===== src/logic/smr_pkg.sv =====
package smr_pkg;
	// Mode register select codes (BG0, BA1, BA0)
	localparam logic [2:0] SEL_MR2 = 3'h2;
	localparam logic [2:0] SEL_MR3 = 3'h3;
	localparam logic [2:0] SEL_MR5 = 3'h5;
	localparam logic [2:0] SEL_RCW = 3'h7; // Register control words
	// Second mode register fields
	localparam int MR2_WLAT_LSB = 3;
	localparam int MR2_SR_LSB = 6;
	localparam int MR2_TW_LSB = 9;
	localparam int MR2_CRC_BIT = 12;
	localparam logic [17:0] MR2_MASK = 18'h01EF8; // Defined bits only
	// Third mode register fields
	localparam int MR3_GEAR_BIT = 3;
	localparam int MR3_PDA_BIT = 4;
	localparam int MR3_TSS_BIT = 5;
	localparam int MR3_CMDLAT_LSB = 9;
	localparam logic [17:0] MR3_MASK = 18'h00638;
	localparam logic [1:0] CMDLAT_MIN = 2'h1; // Least nonzero latency code
	// Fifth register: write CRC error status bit
	localparam int MR5_CRCERR_BIT = 3;
	// Termination codes at or above this are reserved
	localparam logic [2:0] TW_RSV = 3'h6;
	localparam logic [2:0] TW_OFF = 3'h0;
	// Write latency decode, in clock cycles
	localparam logic [4:0] WLAT_TAB [8] = '{5'h09, 5'h0A, 5'h0B, 5'h0C,
		5'h0E, 5'h10, 5'h12, 5'h14};
	// Burst lengths in unit intervals
	localparam logic [3:0] BURST_STD = 4'h8;
	localparam logic [3:0] BURST_CRC = 4'hA;
	// Temperature status age limit
	localparam int TS_AGE_MS = 32;
	localparam int CLK_MHZ = 100;
	localparam logic [23:0] TS_PERIOD_CYC = 24'(TS_AGE_MS * 1000 * CLK_MHZ);
	// Controller register byte offsets
	localparam logic [4:0] OFS_MR2 = 5'h00;
	localparam logic [4:0] OFS_MR3 = 5'h04;
	localparam logic [4:0] OFS_CMD = 5'h08;
	localparam logic [4:0] OFS_CFG = 5'h0C;
	localparam logic [4:0] OFS_STAT = 5'h10;
	localparam logic [4:0] OFS_IRQ_ST = 5'h14;
	localparam logic [4:0] OFS_IRQ_CLR = 5'h18;
	localparam logic [4:0] OFS_IRQ_EN = 5'h1C;
	// Command bits
	localparam int CMD_MR2 = 0;
	localparam int CMD_MR3 = 1;
	localparam int CMD_CLR = 2;
	localparam int CMD_SYNC = 3;
	localparam int CMD_WR = 4;
	// Configuration fields
	localparam int CFG_AL_LSB = 0;
	localparam int CFG_DM_BIT = 8;
	localparam int CFG_SEL_BIT = 9;
	localparam int CFG_BASE_LSB = 16;
	// Interrupt bits
	localparam int IRQ_DONE = 0;
	localparam int IRQ_CRC = 1;
	localparam int IRQ_REFUSE = 2;
	// State encodings
	typedef enum logic [2:0] {
		D_IDLE = 3'b001,
		D_WAIT = 3'b010,
		D_DATA = 3'b100
	} smr_dstate_e;
	typedef enum logic [2:0] {
		C_IDLE = 3'b001,
		C_WAIT = 3'b010,
		C_DATA = 3'b100
	} smr_cstate_e;
endpackage : smr_pkg


===== src/logic/smr_link_if.sv =====
`timescale 1ns/1ps
interface smr_link_if;
	logic mrs; // Mode register command pulse
	logic [2:0] mr_sel; // Register select
	logic [17:0] addr; // Register value
	logic dev_sel; // Per-device select for masked commands
	logic sync; // Gear-down sync pulse
	logic wr_cmd; // Internal write command pulse
	logic [7:0] wr_data; // Write beat data
	logic crc_err; // Sticky write CRC error from device
	modport dev(input mrs, mr_sel, addr, dev_sel, sync, wr_cmd, wr_data,
		output crc_err);
	modport ctl(output mrs, mr_sel, addr, dev_sel, sync, wr_cmd, wr_data,
		input crc_err);
endinterface : smr_link_if


===== src/logic/smr_ctrl.sv =====
`timescale 1ns/1ps
module smr_ctrl (
	input wire logic CLK_SYS,
	input wire logic RESET_N,
	smr_link_if.ctl LINK,
	input wire logic [4:0] AVS_ADDRESS,
	input wire logic AVS_READ,
	input wire logic AVS_WRITE,
	input wire logic [31:0] AVS_WRITEDATA,
	output logic [31:0] AVS_READDATA,
	output logic AVS_WAITREQUEST,
	output logic IRQ
);
	import smr_pkg::*;

	logic ack_r; // One wait cycle per access
	logic [31:0] rdata_r;
	logic [17:0] mr2_r; // Staged values
	logic [17:0] mr3_r;
	logic [17:0] sent2_r; // Values last sent to the device
	logic [17:0] sent3_r;
	logic [31:0] cfg_r;
	logic [2:0] ist_r; // Sticky interrupt status
	logic [2:0] ien_r;
	logic crc_d_r; // Previous device error level
	smr_cstate_e state_r;
	logic [5:0] cnt_r;
	logic [3:0] beat_r;
	logic [7:0] acc_r;
	logic mrs_r;
	logic [2:0] sel_r;
	logic [17:0] addr_r;
	logic sync_r;
	logic wr_r;
	logic [7:0] data_r;

	// Bus decode
	wire logic req = AVS_READ | AVS_WRITE;
	wire logic wtake = AVS_WRITE & ack_r;
	wire logic w_cmd = wtake & (AVS_ADDRESS == OFS_CMD);
	wire logic [4:0] cmd = AVS_WRITEDATA[4:0];
	wire logic idle = state_r == C_IDLE;
	wire logic gear_set = sent3_r[MR3_GEAR_BIT];
	// Sync while staying 1N is refused
	wire logic bad_sync = cmd[CMD_SYNC] & ~gear_set;
	wire logic go = w_cmd & idle & (cmd != 5'h00) & ~bad_sync;
	wire logic refuse = w_cmd & (~idle | bad_sync);
	// Command latency forced when CRC and mask both on
	wire logic need_cmdlat = sent2_r[MR2_CRC_BIT] & cfg_r[CFG_DM_BIT];
	wire logic cmdlat_zero = mr3_r[MR3_CMDLAT_LSB +: 2] == 2'h0;
	wire logic [17:0] mr3_out = (need_cmdlat & cmdlat_zero) ?
		((mr3_r & MR3_MASK) | {7'h00, CMDLAT_MIN, 9'h000}) :
		(mr3_r & MR3_MASK);
	wire logic [4:0] wlat = WLAT_TAB[sent2_r[MR2_WLAT_LSB +: 3]];
	wire logic [4:0] al = cfg_r[CFG_AL_LSB +: 5];
	wire logic [5:0] wl = {1'b0, al} + {1'b0, wlat};
	wire logic [3:0] blen = sent2_r[MR2_CRC_BIT] ? BURST_CRC : BURST_STD;
	wire logic crc_beat = beat_r >= BURST_STD;
	wire logic [7:0] base = cfg_r[CFG_BASE_LSB +: 8];
	wire logic [7:0] beat_val = base + {4'h0, beat_r};
	wire logic [7:0] data_nxt = crc_beat ? acc_r : beat_val;
	wire logic crc_rise = LINK.crc_err & ~crc_d_r;
	wire logic done = (state_r == C_DATA) & (beat_r == blen - 4'h1);
	wire logic [31:0] stat = {28'h0000000, LINK.crc_err, gear_set, 1'b0,
		~idle};
	wire logic [31:0] rmux =
		(AVS_ADDRESS == OFS_MR2) ? {14'h0000, mr2_r} :
		(AVS_ADDRESS == OFS_MR3) ? {14'h0000, mr3_r} :
		(AVS_ADDRESS == OFS_CFG) ? cfg_r :
		(AVS_ADDRESS == OFS_STAT) ? stat :
		(AVS_ADDRESS == OFS_IRQ_ST) ? {29'h00000000, ist_r} :
		(AVS_ADDRESS == OFS_IRQ_EN) ? {29'h00000000, ien_r} :
		32'h00000000; // Unmapped and write-only read zero
	wire logic [2:0] ev = {refuse, crc_rise, done};

	assign AVS_WAITREQUEST = req & ~ack_r;
	assign AVS_READDATA = rdata_r;
	assign IRQ = |(ist_r & ien_r);
	assign LINK.mrs = mrs_r;
	assign LINK.mr_sel = sel_r;
	assign LINK.addr = addr_r;
	assign LINK.dev_sel = cfg_r[CFG_SEL_BIT];
	assign LINK.sync = sync_r;
	assign LINK.wr_cmd = wr_r;
	assign LINK.wr_data = data_r;

	// Bus slave and software registers
	always_ff @(posedge CLK_SYS or negedge RESET_N) begin
		if (!RESET_N) begin
			ack_r <= 1'b0;
			rdata_r <= 32'h00000000;
			mr2_r <= 18'h00000;
			mr3_r <= 18'h00000;
			cfg_r <= 32'h00000000;
			ien_r <= 3'h0;
			ist_r <= 3'h0;
			crc_d_r <= 1'b0;
		end else begin
			ack_r <= req & ~ack_r;
			crc_d_r <= LINK.crc_err;
			if (AVS_READ & ~ack_r) begin
				rdata_r <= rmux;
			end
			if (wtake && AVS_ADDRESS == OFS_MR2) begin
				mr2_r <= AVS_WRITEDATA[17:0];
			end
			if (wtake && AVS_ADDRESS == OFS_MR3) begin
				mr3_r <= AVS_WRITEDATA[17:0];
			end
			if (wtake && AVS_ADDRESS == OFS_CFG) begin
				cfg_r <= AVS_WRITEDATA;
			end
			if (wtake && AVS_ADDRESS == OFS_IRQ_EN) begin
				ien_r <= AVS_WRITEDATA[2:0];
			end
			// Events win over a same-cycle clear
			if (wtake && AVS_ADDRESS == OFS_IRQ_CLR) begin
				ist_r <= (ist_r & ~AVS_WRITEDATA[2:0]) | ev;
			end else begin
				ist_r <= ist_r | ev;
			end
		end
	end

	// Link sequencing: lowest set command bit wins
	always_ff @(posedge CLK_SYS or negedge RESET_N) begin
		if (!RESET_N) begin
			state_r <= C_IDLE;
			mrs_r <= 1'b0;
			sel_r <= 3'h0;
			addr_r <= 18'h00000;
			sync_r <= 1'b0;
			wr_r <= 1'b0;
			data_r <= 8'h00;
			cnt_r <= 6'h00;
			beat_r <= 4'h0;
			acc_r <= 8'h00;
			sent2_r <= 18'h00000;
			sent3_r <= 18'h00000;
		end else begin
			mrs_r <= 1'b0;
			sync_r <= 1'b0;
			wr_r <= 1'b0;
			case (state_r)
				C_IDLE: begin
					beat_r <= 4'h0;
					acc_r <= 8'h00;
					if (go && cmd[CMD_MR2]) begin
						mrs_r <= 1'b1;
						sel_r <= SEL_MR2;
						addr_r <= mr2_r & MR2_MASK;
						sent2_r <= mr2_r & MR2_MASK;
					end else if (go && cmd[CMD_MR3]) begin
						mrs_r <= 1'b1;
						sel_r <= SEL_MR3;
						addr_r <= mr3_out;
						sent3_r <= mr3_out;
					end else if (go && cmd[CMD_CLR]) begin
						mrs_r <= 1'b1;
						sel_r <= SEL_MR5;
						addr_r <= 18'h00000;
					end else if (go && cmd[CMD_SYNC]) begin
						sync_r <= 1'b1;
					end else if (go) begin
						wr_r <= 1'b1;
						cnt_r <= wl;
						state_r <= C_WAIT;
					end
				end
				C_WAIT: begin
					cnt_r <= cnt_r - 6'h01;
					if (cnt_r == 6'h01) begin
						state_r <= C_DATA;
						data_r <= beat_val;
						acc_r <= beat_val;
						beat_r <= 4'h1;
					end
				end
				C_DATA: begin
					beat_r <= beat_r + 4'h1;
					data_r <= data_nxt;
					if (!crc_beat) begin
						acc_r <= acc_r ^ beat_val;
					end
					if (beat_r == blen) begin
						state_r <= C_IDLE;
						data_r <= 8'h00;
					end
				end
				default: begin
					state_r <= C_IDLE;
				end
			endcase
		end
	end
endmodule : smr_ctrl


===== src/flat_wrapper.sv =====
// flat-port wrapper written by rule: the top's interface ports become plain ports
module smr_ctrl_flat import smr_pkg::*;
  (CLK_SYS, RESET_N, AVS_ADDRESS, AVS_READ, AVS_WRITE, AVS_WRITEDATA, AVS_READDATA, AVS_WAITREQUEST, IRQ, LINK_mrs, LINK_mr_sel, LINK_addr, LINK_dev_sel, LINK_sync, LINK_wr_cmd, LINK_wr_data, LINK_crc_err);
  smr_link_if LINK_i ();
  input wire logic CLK_SYS;
  input wire logic RESET_N;
  input wire logic [4:0] AVS_ADDRESS;
  input wire logic AVS_READ;
  input wire logic AVS_WRITE;
  input wire logic [31:0] AVS_WRITEDATA;
  output logic [31:0] AVS_READDATA;
  output logic AVS_WAITREQUEST;
  output logic IRQ;
  output wire logic [$bits(LINK_i.mrs)-1:0] LINK_mrs;
  output wire logic [$bits(LINK_i.mr_sel)-1:0] LINK_mr_sel;
  output wire logic [$bits(LINK_i.addr)-1:0] LINK_addr;
  output wire logic [$bits(LINK_i.dev_sel)-1:0] LINK_dev_sel;
  output wire logic [$bits(LINK_i.sync)-1:0] LINK_sync;
  output wire logic [$bits(LINK_i.wr_cmd)-1:0] LINK_wr_cmd;
  output wire logic [$bits(LINK_i.wr_data)-1:0] LINK_wr_data;
  input wire logic [$bits(LINK_i.crc_err)-1:0] LINK_crc_err;
  assign LINK_mrs = LINK_i.mrs;
  assign LINK_mr_sel = LINK_i.mr_sel;
  assign LINK_addr = LINK_i.addr;
  assign LINK_dev_sel = LINK_i.dev_sel;
  assign LINK_sync = LINK_i.sync;
  assign LINK_wr_cmd = LINK_i.wr_cmd;
  assign LINK_wr_data = LINK_i.wr_data;
  assign LINK_i.crc_err = LINK_crc_err;
  smr_ctrl u_core (.CLK_SYS(CLK_SYS), .RESET_N(RESET_N), .LINK(LINK_i), .AVS_ADDRESS(AVS_ADDRESS), .AVS_READ(AVS_READ), .AVS_WRITE(AVS_WRITE), .AVS_WRITEDATA(AVS_WRITEDATA), .AVS_READDATA(AVS_READDATA), .AVS_WAITREQUEST(AVS_WAITREQUEST), .IRQ(IRQ));
endmodule

===== config.mk =====
export PLATFORM = sky130hd
export DESIGN_NAME = smr_ctrl_flat
export DESIGN_NICKNAME = d
export VERILOG_FILES = /design/src/logic/smr_pkg.sv /design/src/logic/smr_link_if.sv /design/src/logic/smr_ctrl.sv /design/src/flat_wrapper.sv
export SDC_FILE = /design/constraint.sdc
export NUM_CORES = 1
export LEC_CHECK = 0
export ABC_CLOCK_PERIOD_IN_PS = 2600
export BUFFER_PORTS_ARGS = -buffer_cell sky130_fd_sc_hd__buf_2
export CAP_MARGIN = 20
export CORE_MARGIN = 10
export CORE_UTILIZATION = 50
export CTS_BUF_LIST = sky130_fd_sc_hd__clkbuf_4 sky130_fd_sc_hd__clkbuf_8
export CTS_CLUSTER_SIZE = 16
export DETAILED_ROUTE_END_ITERATION = 8
export GPL_TIMING_DRIVEN = 0
export PLACE_DENSITY = 0.74
export SLEW_MARGIN = 5
export SYNTH_ARGS = -nofsm -noshare
export SYNTH_HDL_FRONTEND = slang
export SYNTH_SLANG_ARGS = --single-unit
export TNS_END_PERCENT = 100

===== constraint.sdc =====
create_clock -name CLK_SYS -period 2.6 [get_ports CLK_SYS]
set_input_delay 0.26 -clock CLK_SYS [delete_from_list [all_inputs] [get_ports CLK_SYS]]
set_output_delay 0.26 -clock CLK_SYS [all_outputs]
set_load 0.02 [all_outputs]

# --- Yosys cells after proc, flatten, opt, wreduce, memory -nomap -nowiden ---
# Memories as Yosys holds them, arrays and structs flattened.
# Cells that the tools add are included.
# Widths: inputs -> output; s select.
totals:
  wordCells: 156
  n_memories: 1
  input_bits: 42
  mem_bits_ro: 40
  output_inout_bits: 67
  reg_bits: 174
op_classes:
  n_addsub: 5
  mux: 54
  bitwise_logic: 28
  reduce_logical: 25
  n_eq_ne: 21
  n_lt_le_gt_ge: 2
mem_list:
  columns: ["memory", "depth", "word_bits", "rd", "rd_clocked_by_memory_dff", "wr", "line_no", "rtl"]
  rows:
  - ["(no name shown)", 8, 5, 1, 0, 0, "smr_ctrl.sv:54", "wire logic [4:0] wlat = WLAT_TAB[sent2_r[MR2_WLAT_LSB +: 3]];"]
op_table:
  columns: ["op", "count"]
  rows:
  - ["$mux 32", 5]
  - ["$mux 18", 3]
  - ["$mux 3", 12]
  - ["$mux 8", 4]
  - ["$mux 6", 5]
  - ["$pmux 8 s3", 1]
  - ["$eq 5x5->1 const B", 4]
  - ["$pmux 8 s2", 1]
  - ["$mux 1", 15]
  - ["$ne 2x2->1 const B", 7]
  - ["$and 1x1->1", 13]
  - ["$pmux 4 s3", 1]
  - ["$pmux 6 s2", 1]
  - ["$eq 5x4->1 const B", 2]
  - ["$mux 10", 1]
  - ["$mux 5", 2]
  - ["$logic_and 1x1->1", 9]
  - ["$pmux 3 s3", 1]
  - ["$add 8x4->8", 1]
  - ["$eq 4x4->1", 2]
  - ["$ge 4x4->1 const B", 2]
  - ["$reduce_and 2->1", 4]
  - ["$xor 8x8->8", 1]
  - ["$reduce_and 7->1", 1]
  - ["other kinds (26)", 37]

# --- Depth between registers and ports, before layout ---
depth:
  depth_word: 11
  ltp_mapped: 10
  depth_no_buf: 10

# --- Worst setup path before layout ---
# Ideal clock, no wire load.
synth_timing:
  path_type: "register to register"
  from: "register u_core.beat_r[0]"
  to: "register u_core.acc_r[6]"
  required_ns: 2.473
  slack_ns: 0.290
  t_arrival_ns: 2.183
  path_buffers: 0
  period_less_slack_ns: 2.310
  setup_time_ns: 0.127
  stages_incl_launch_ff: 8
  cell_sequence: "dfrtp_1 ha_1 fa_1 a211o_1 o2111ai_1 xor2_1 mux2i_1 o2bb2a_1"
synth_between:
  elab_chain_len: 4
  word_cells_on_any_way: 8
  classes_between: "add/sub: 1; order compare: 1; eq/ne: 1; mux: 3; bitwise: 1; reduce/logical: 1"
synth_lines:
  columns: ["element", "line_no", "rtl"]
  rows:
  - ["from (decl)", "smr_ctrl.sv:28", "logic [3:0] beat_r;"]
  - ["from (signal assigned)", "smr_ctrl.sv:180", "beat_r <= beat_r + 4'h1;"]
  - ["$add 8x4->8", "smr_ctrl.sv:60", "wire logic [7:0] beat_val = base + {4'h0, beat_r};"]
  - ["$xor 8x8->8", "smr_ctrl.sv:183", "acc_r <= acc_r ^ beat_val;"]
  - ["$mux 8", "smr_ctrl.sv:182", "if (!crc_beat) begin"]
  - ["$pmux 8 s3", "smr_ctrl.sv:144", "case (state_r)"]
  - ["to (signal assigned)", "smr_ctrl.sv:175", "acc_r <= beat_val;"]
  - ["to (signal assigned)", "smr_ctrl.sv:183", null]
  - ["to (decl)", "smr_ctrl.sv:29", "logic [7:0] acc_r;"]
# Several ways; a longest one is shown, not always the timed one. The select of a mux whose other input is x is not followed.
# A chain may end at the register's enable or synchronous reset.

# --- Worst setup path in the final report ---
# Same ends and word-level chain as after synthesis.

==> results.json <==
{
  "cts_tree": "done",
  "post-cts-setup-buffer-count": 0,
  "drc": 0,
  "timing_hold_violations_final": 0,
  "clock.fmax_mhz": 407,
  "worstSkewPairLatency_ns": 0.46,
  "fillers": 1181,
  "final_max_slew_viol_count": 0,
  "regArea_mm2": 0.00393,
  "io_pins": 109,
  "internal_power_mw": 4.00,
  "path_clk_slew_ns": 0.09,
  "post-route-period-util": 0.945,
  "drive_above_1_share": 0.343,
  "pwr-share-seq": 0.512,
  "synth_top_area_share": 0.517,
  "gr-total-overflow": 0,
  "htreeDepth": 4,
  "clockBufferDepth": 2,
  "clock_skew_ns": 0.0150,
  "p_switching_mw": 1.38,
  "path_class": "reg -> reg",
  "end_kind": "register",
  "worstHoldPathCells": 2,
  "finalCriticalPeriod_ns": 2.46,
  "use_met1": 0.230,
  "first_global_vias": 5950,
  "maxSlewHeadroom": 0.543,
  "wl_mm": 18.7,
  "r2r_start": "u_core.beat_r[0]",
  "synthCells": 643,
  "numPortBuffers": 97,
  "min_path_type": "in -> reg",
  "drtAntennaViolNets": 0,
  "reg2reg_slack_ns": 0.14,
  "floorplan.initialDensity": 0.515,
  "netlist_top_cells_area": "dfrtp_1 (52%), mux2_2 (13%), nand2_1 (2.5%)",
  "clock-root-buffer": "clkbuf_8",
  "vdd_drop_max_uv": 406,
  "synth_edf_count": 0,
  "drt_iter0_drc": 518,
  "slowest_stage": "dfrtp_2",
  "worstMarginPinSlew_ns": 0.680,
  "hpwl_mm": 13.7,
  "globalRoute.busiestLayer": "met2",
  "gr-usage-all-layers": 0.189,
  "cp_max_fo": 9,
  "crit_arrival_ns": 2.81,
  "synth_area_per_cell_um2": 11.7,
  "synthesis.area_mm2": 0.00755,
  "die_w_um": 143,
  "grt.met3_usage": 0.0547,
  "via_per_inst": 5.81,
  "vias": 5622,
  "drt_first_pass_iters": 5,
  "nNetsFinal": 830,
  "grt_setup_unrepaired": "false",
  "rr_endpoint": "u_core.acc_r[6]",
  "startpoint_type": "register",
  "whs_ns": 0.0244,
  "synth-seq-cells": 157,
  "p_clk_frac": 0.369,
  "multi_input_area_mm2": 0.00335,
  "grt_max_degree": 123,
  "wl_per_cell_um": 19.3,
  "p_leak_nw": 4.37,
  "p_per_area_mw_per_mm2": 611,
  "cts.sink_count": 157,
  "core_area_mm2": 0.0146,
  "crit_required_ns": 2.95,
  "use_met2": 0.313,
  "die_h_um": 143,
  "p_sw_frac": 0.256,
  "grt_pass1_wl_mm": 30.8,
  "synth_top_area_cell": "dfrtp_1",
  "cp-startpoint": "u_core.beat_r[0]",
  "crit_path_max_incr_delay_ns": 0.47,
  "status": "complete, no violations",
  "cp_cell_sequence": "ha_1, fa_2, a211o_1, o2111ai_1, xor2_1, mux2i_1, o2bb2a_1",
  "p_total_mw": 5.37,
  "die-area_mm2": 0.0204,
  "yosysWarnings": 0,
  "final_core_util": 0.601,
  "synthDistinctLibCells": 72,
  "cp-endpoint": "u_core.acc_r[6]",
  "finalSetupViolCount": 0,
  "synth-main-ff-cell": "dfrtp_1",
  "gp_congestion": 0.873,
  "r2r_cells": 7,
  "area_growth_pct": 16.6,
  "cap_violations": 0,
  "rows": 44,
  "ys_seq_area_frac": 0.521,
  "ys_async_sr_fraction": 1.00,
  "cts_made_buffers": 17,
  "combPwrFrac": 0.118,
  "antenna_found_initial": 3
}
kinds of logic after synthesis:
| family | Yosys count | synth area share |
|---|---|---|
| compound gates | 154 | 0.145 |
| other cells | 1 | 0.000497 |
| mux | 98 | 0.147 |
| buf+inv | 59 | 0.0401 |
| simple gates | 147 | 0.105 |
| fa+ha+maj | 17 | 0.0302 |
| xor+xnor | 10 | 0.0116 |
| flops | 157 | 0.521 |
routing by layer:
| layer | share of wire | vias to the layer above |
|---|---|---|
| met5 | 0.00069 | - |
| met4 | 0.013 | 2 |
| met3 | 0.070 | 24 |
| met2 | 0.49 | 179 |
| met1 | 0.43 | 2816 |
| li1 | - | 2601 |
per-stage QoR:
stage                     setup TNS [ns]  instance area, um^2  worst slack (ns)  std cells
final                                  0                 8800             0.143        968
after global routing                   0                 8800            0.0572        967
after CTS                              0                 8790            0.0623        966
after detailed placement               0                 8330            0.0577        933
after global placement           -143.73                 8290            -0.931        932
after floorplan                        0                 7580             0.290        651
power groups by stage:
| stage | combinational [mW] | clock, mW | sequential (mW) |
|---|---|---|---|
| 3_3_place_gp | 0.604 | 0 | 2.78 |
| 3_5_place_dp | 0.636 | 0 | 2.80 |
| 5_1_grt | 0.702 | 2.12 | 2.77 |
| 4_1_cts | 0.643 | 2.01 | 2.75 |
| 2_1_floorplan | 0.399 | 0 | 2.78 |
| 6_report | 0.637 | 1.98 | 2.75 |
synthesized netlist by cell type (6+ instances only):
| cell | count |
|---|---|
| buf_2 | 14 |
| a221oi_1 | 8 |
| o211ai_1 | 6 |
| nand2b_1 | 7 |
| nand3_1 | 12 |
| nor2_1 | 30 |
| dfrtp_1 | 156 |
| inv_1 | 18 |
| nand2_1 | 51 |
| xor2_1 | 6 |
| clkbuf_1 | 12 |
| mux2i_1 | 7 |
| a22oi_1 | 18 |
| mux2_2 | 90 |
| nor3_1 | 10 |
| ha_1 | 15 |
| o21ai_0 | 34 |
| buf_4 | 13 |
| a21oi_1 | 22 |
| a22o_1 | 20 |
cell usage in the layout, fill, tap and decap left out, drive strengths merged, types with 3 or more instances in the layout:
cell type    netlist  routed
a221oi             8       8
nand2b             7       7
clkinvlp           0       3
a32o               3       3
inv               18      19
a21oi             22      22
clkbuf            12      32
bufinv             0       4
o31ai              3       3
nor2              31      31
nor2b              4       4
ha                15      15
nand2             51      51
a211oi             5       5
a31oi              5       5
conb               1       9
o211ai             6       6
xnor2              4       4
nand3b             4       4
nor3b              5       5
nor3              12      12
a22oi             18      18
a21o               5       5
dfrtp            156     156
buf               29     127
nand3             12      12
and2               4       4
xor2               6       6
or3                5       5
a22o              20      20
o21ai             35      35
mux2              90      90
dlygate4sd3        0       3
mux2i              7       7
critical path, delay by kind of cell, from the launching register on:
kind	cells	cell delay [ns]
flip-flops	1	0.47
adder cells (fa/ha/maj)	2	0.70
AO/OA/AOI/OAI	3	0.63
XOR/XNOR	1	0.33
multiplexers	1	0.22
what timing repair did:
item | CTS | global route
endpoints found under the setup margin | 0 | 1
hold buffers | 3 | 0
endpoints found under the hold margin | 37 | 0
resized for setup | 0 | 2
registers in the layout, summed over array words and instances, names as in the netlist, 4 cells and up:
register             count
u_core.acc_r             8
u_core.beat_r            4
u_core.mr2_r            18
u_core.cfg_r            32
u_core.cnt_r             6
u_core.mr3_r            18
u_core.sent2_r           4
u_core.LINK.wr_data      8
u_core.LINK.addr         9
u_core.AVS_READDATA     32
how the worst min path moves through the flow:
stage	startpoint	to	slack [ns]
final	AVS_WRITEDATA[28]	u_core.cfg_r[28]	0.02
after global routing	AVS_WRITEDATA[21]	u_core.cfg_r[21]	0.01
after CTS	AVS_WRITEDATA[28]	u_core.cfg_r[28]	0.003
after detailed placement	RESET_N	u_core.cnt_r[3]	0.15
after global placement	LINK_crc_err	u_core.crc_d_r	0.40
after floorplan	RESET_N	u_core.AVS_READDATA[0]	-0.04
layout make-up:
type,count,share of cell area
antenna,2,0.000569
buffer,41,0.0267
clock buffer,20,0.0299
clock inverter,10,0.0188
inverter,18,0.00768
multi-input combinational,435,0.381
sequential,157,0.447
tap,184,0.0262
timing repair buffer,101,0.0629
(Power assumes the default switching activity.)
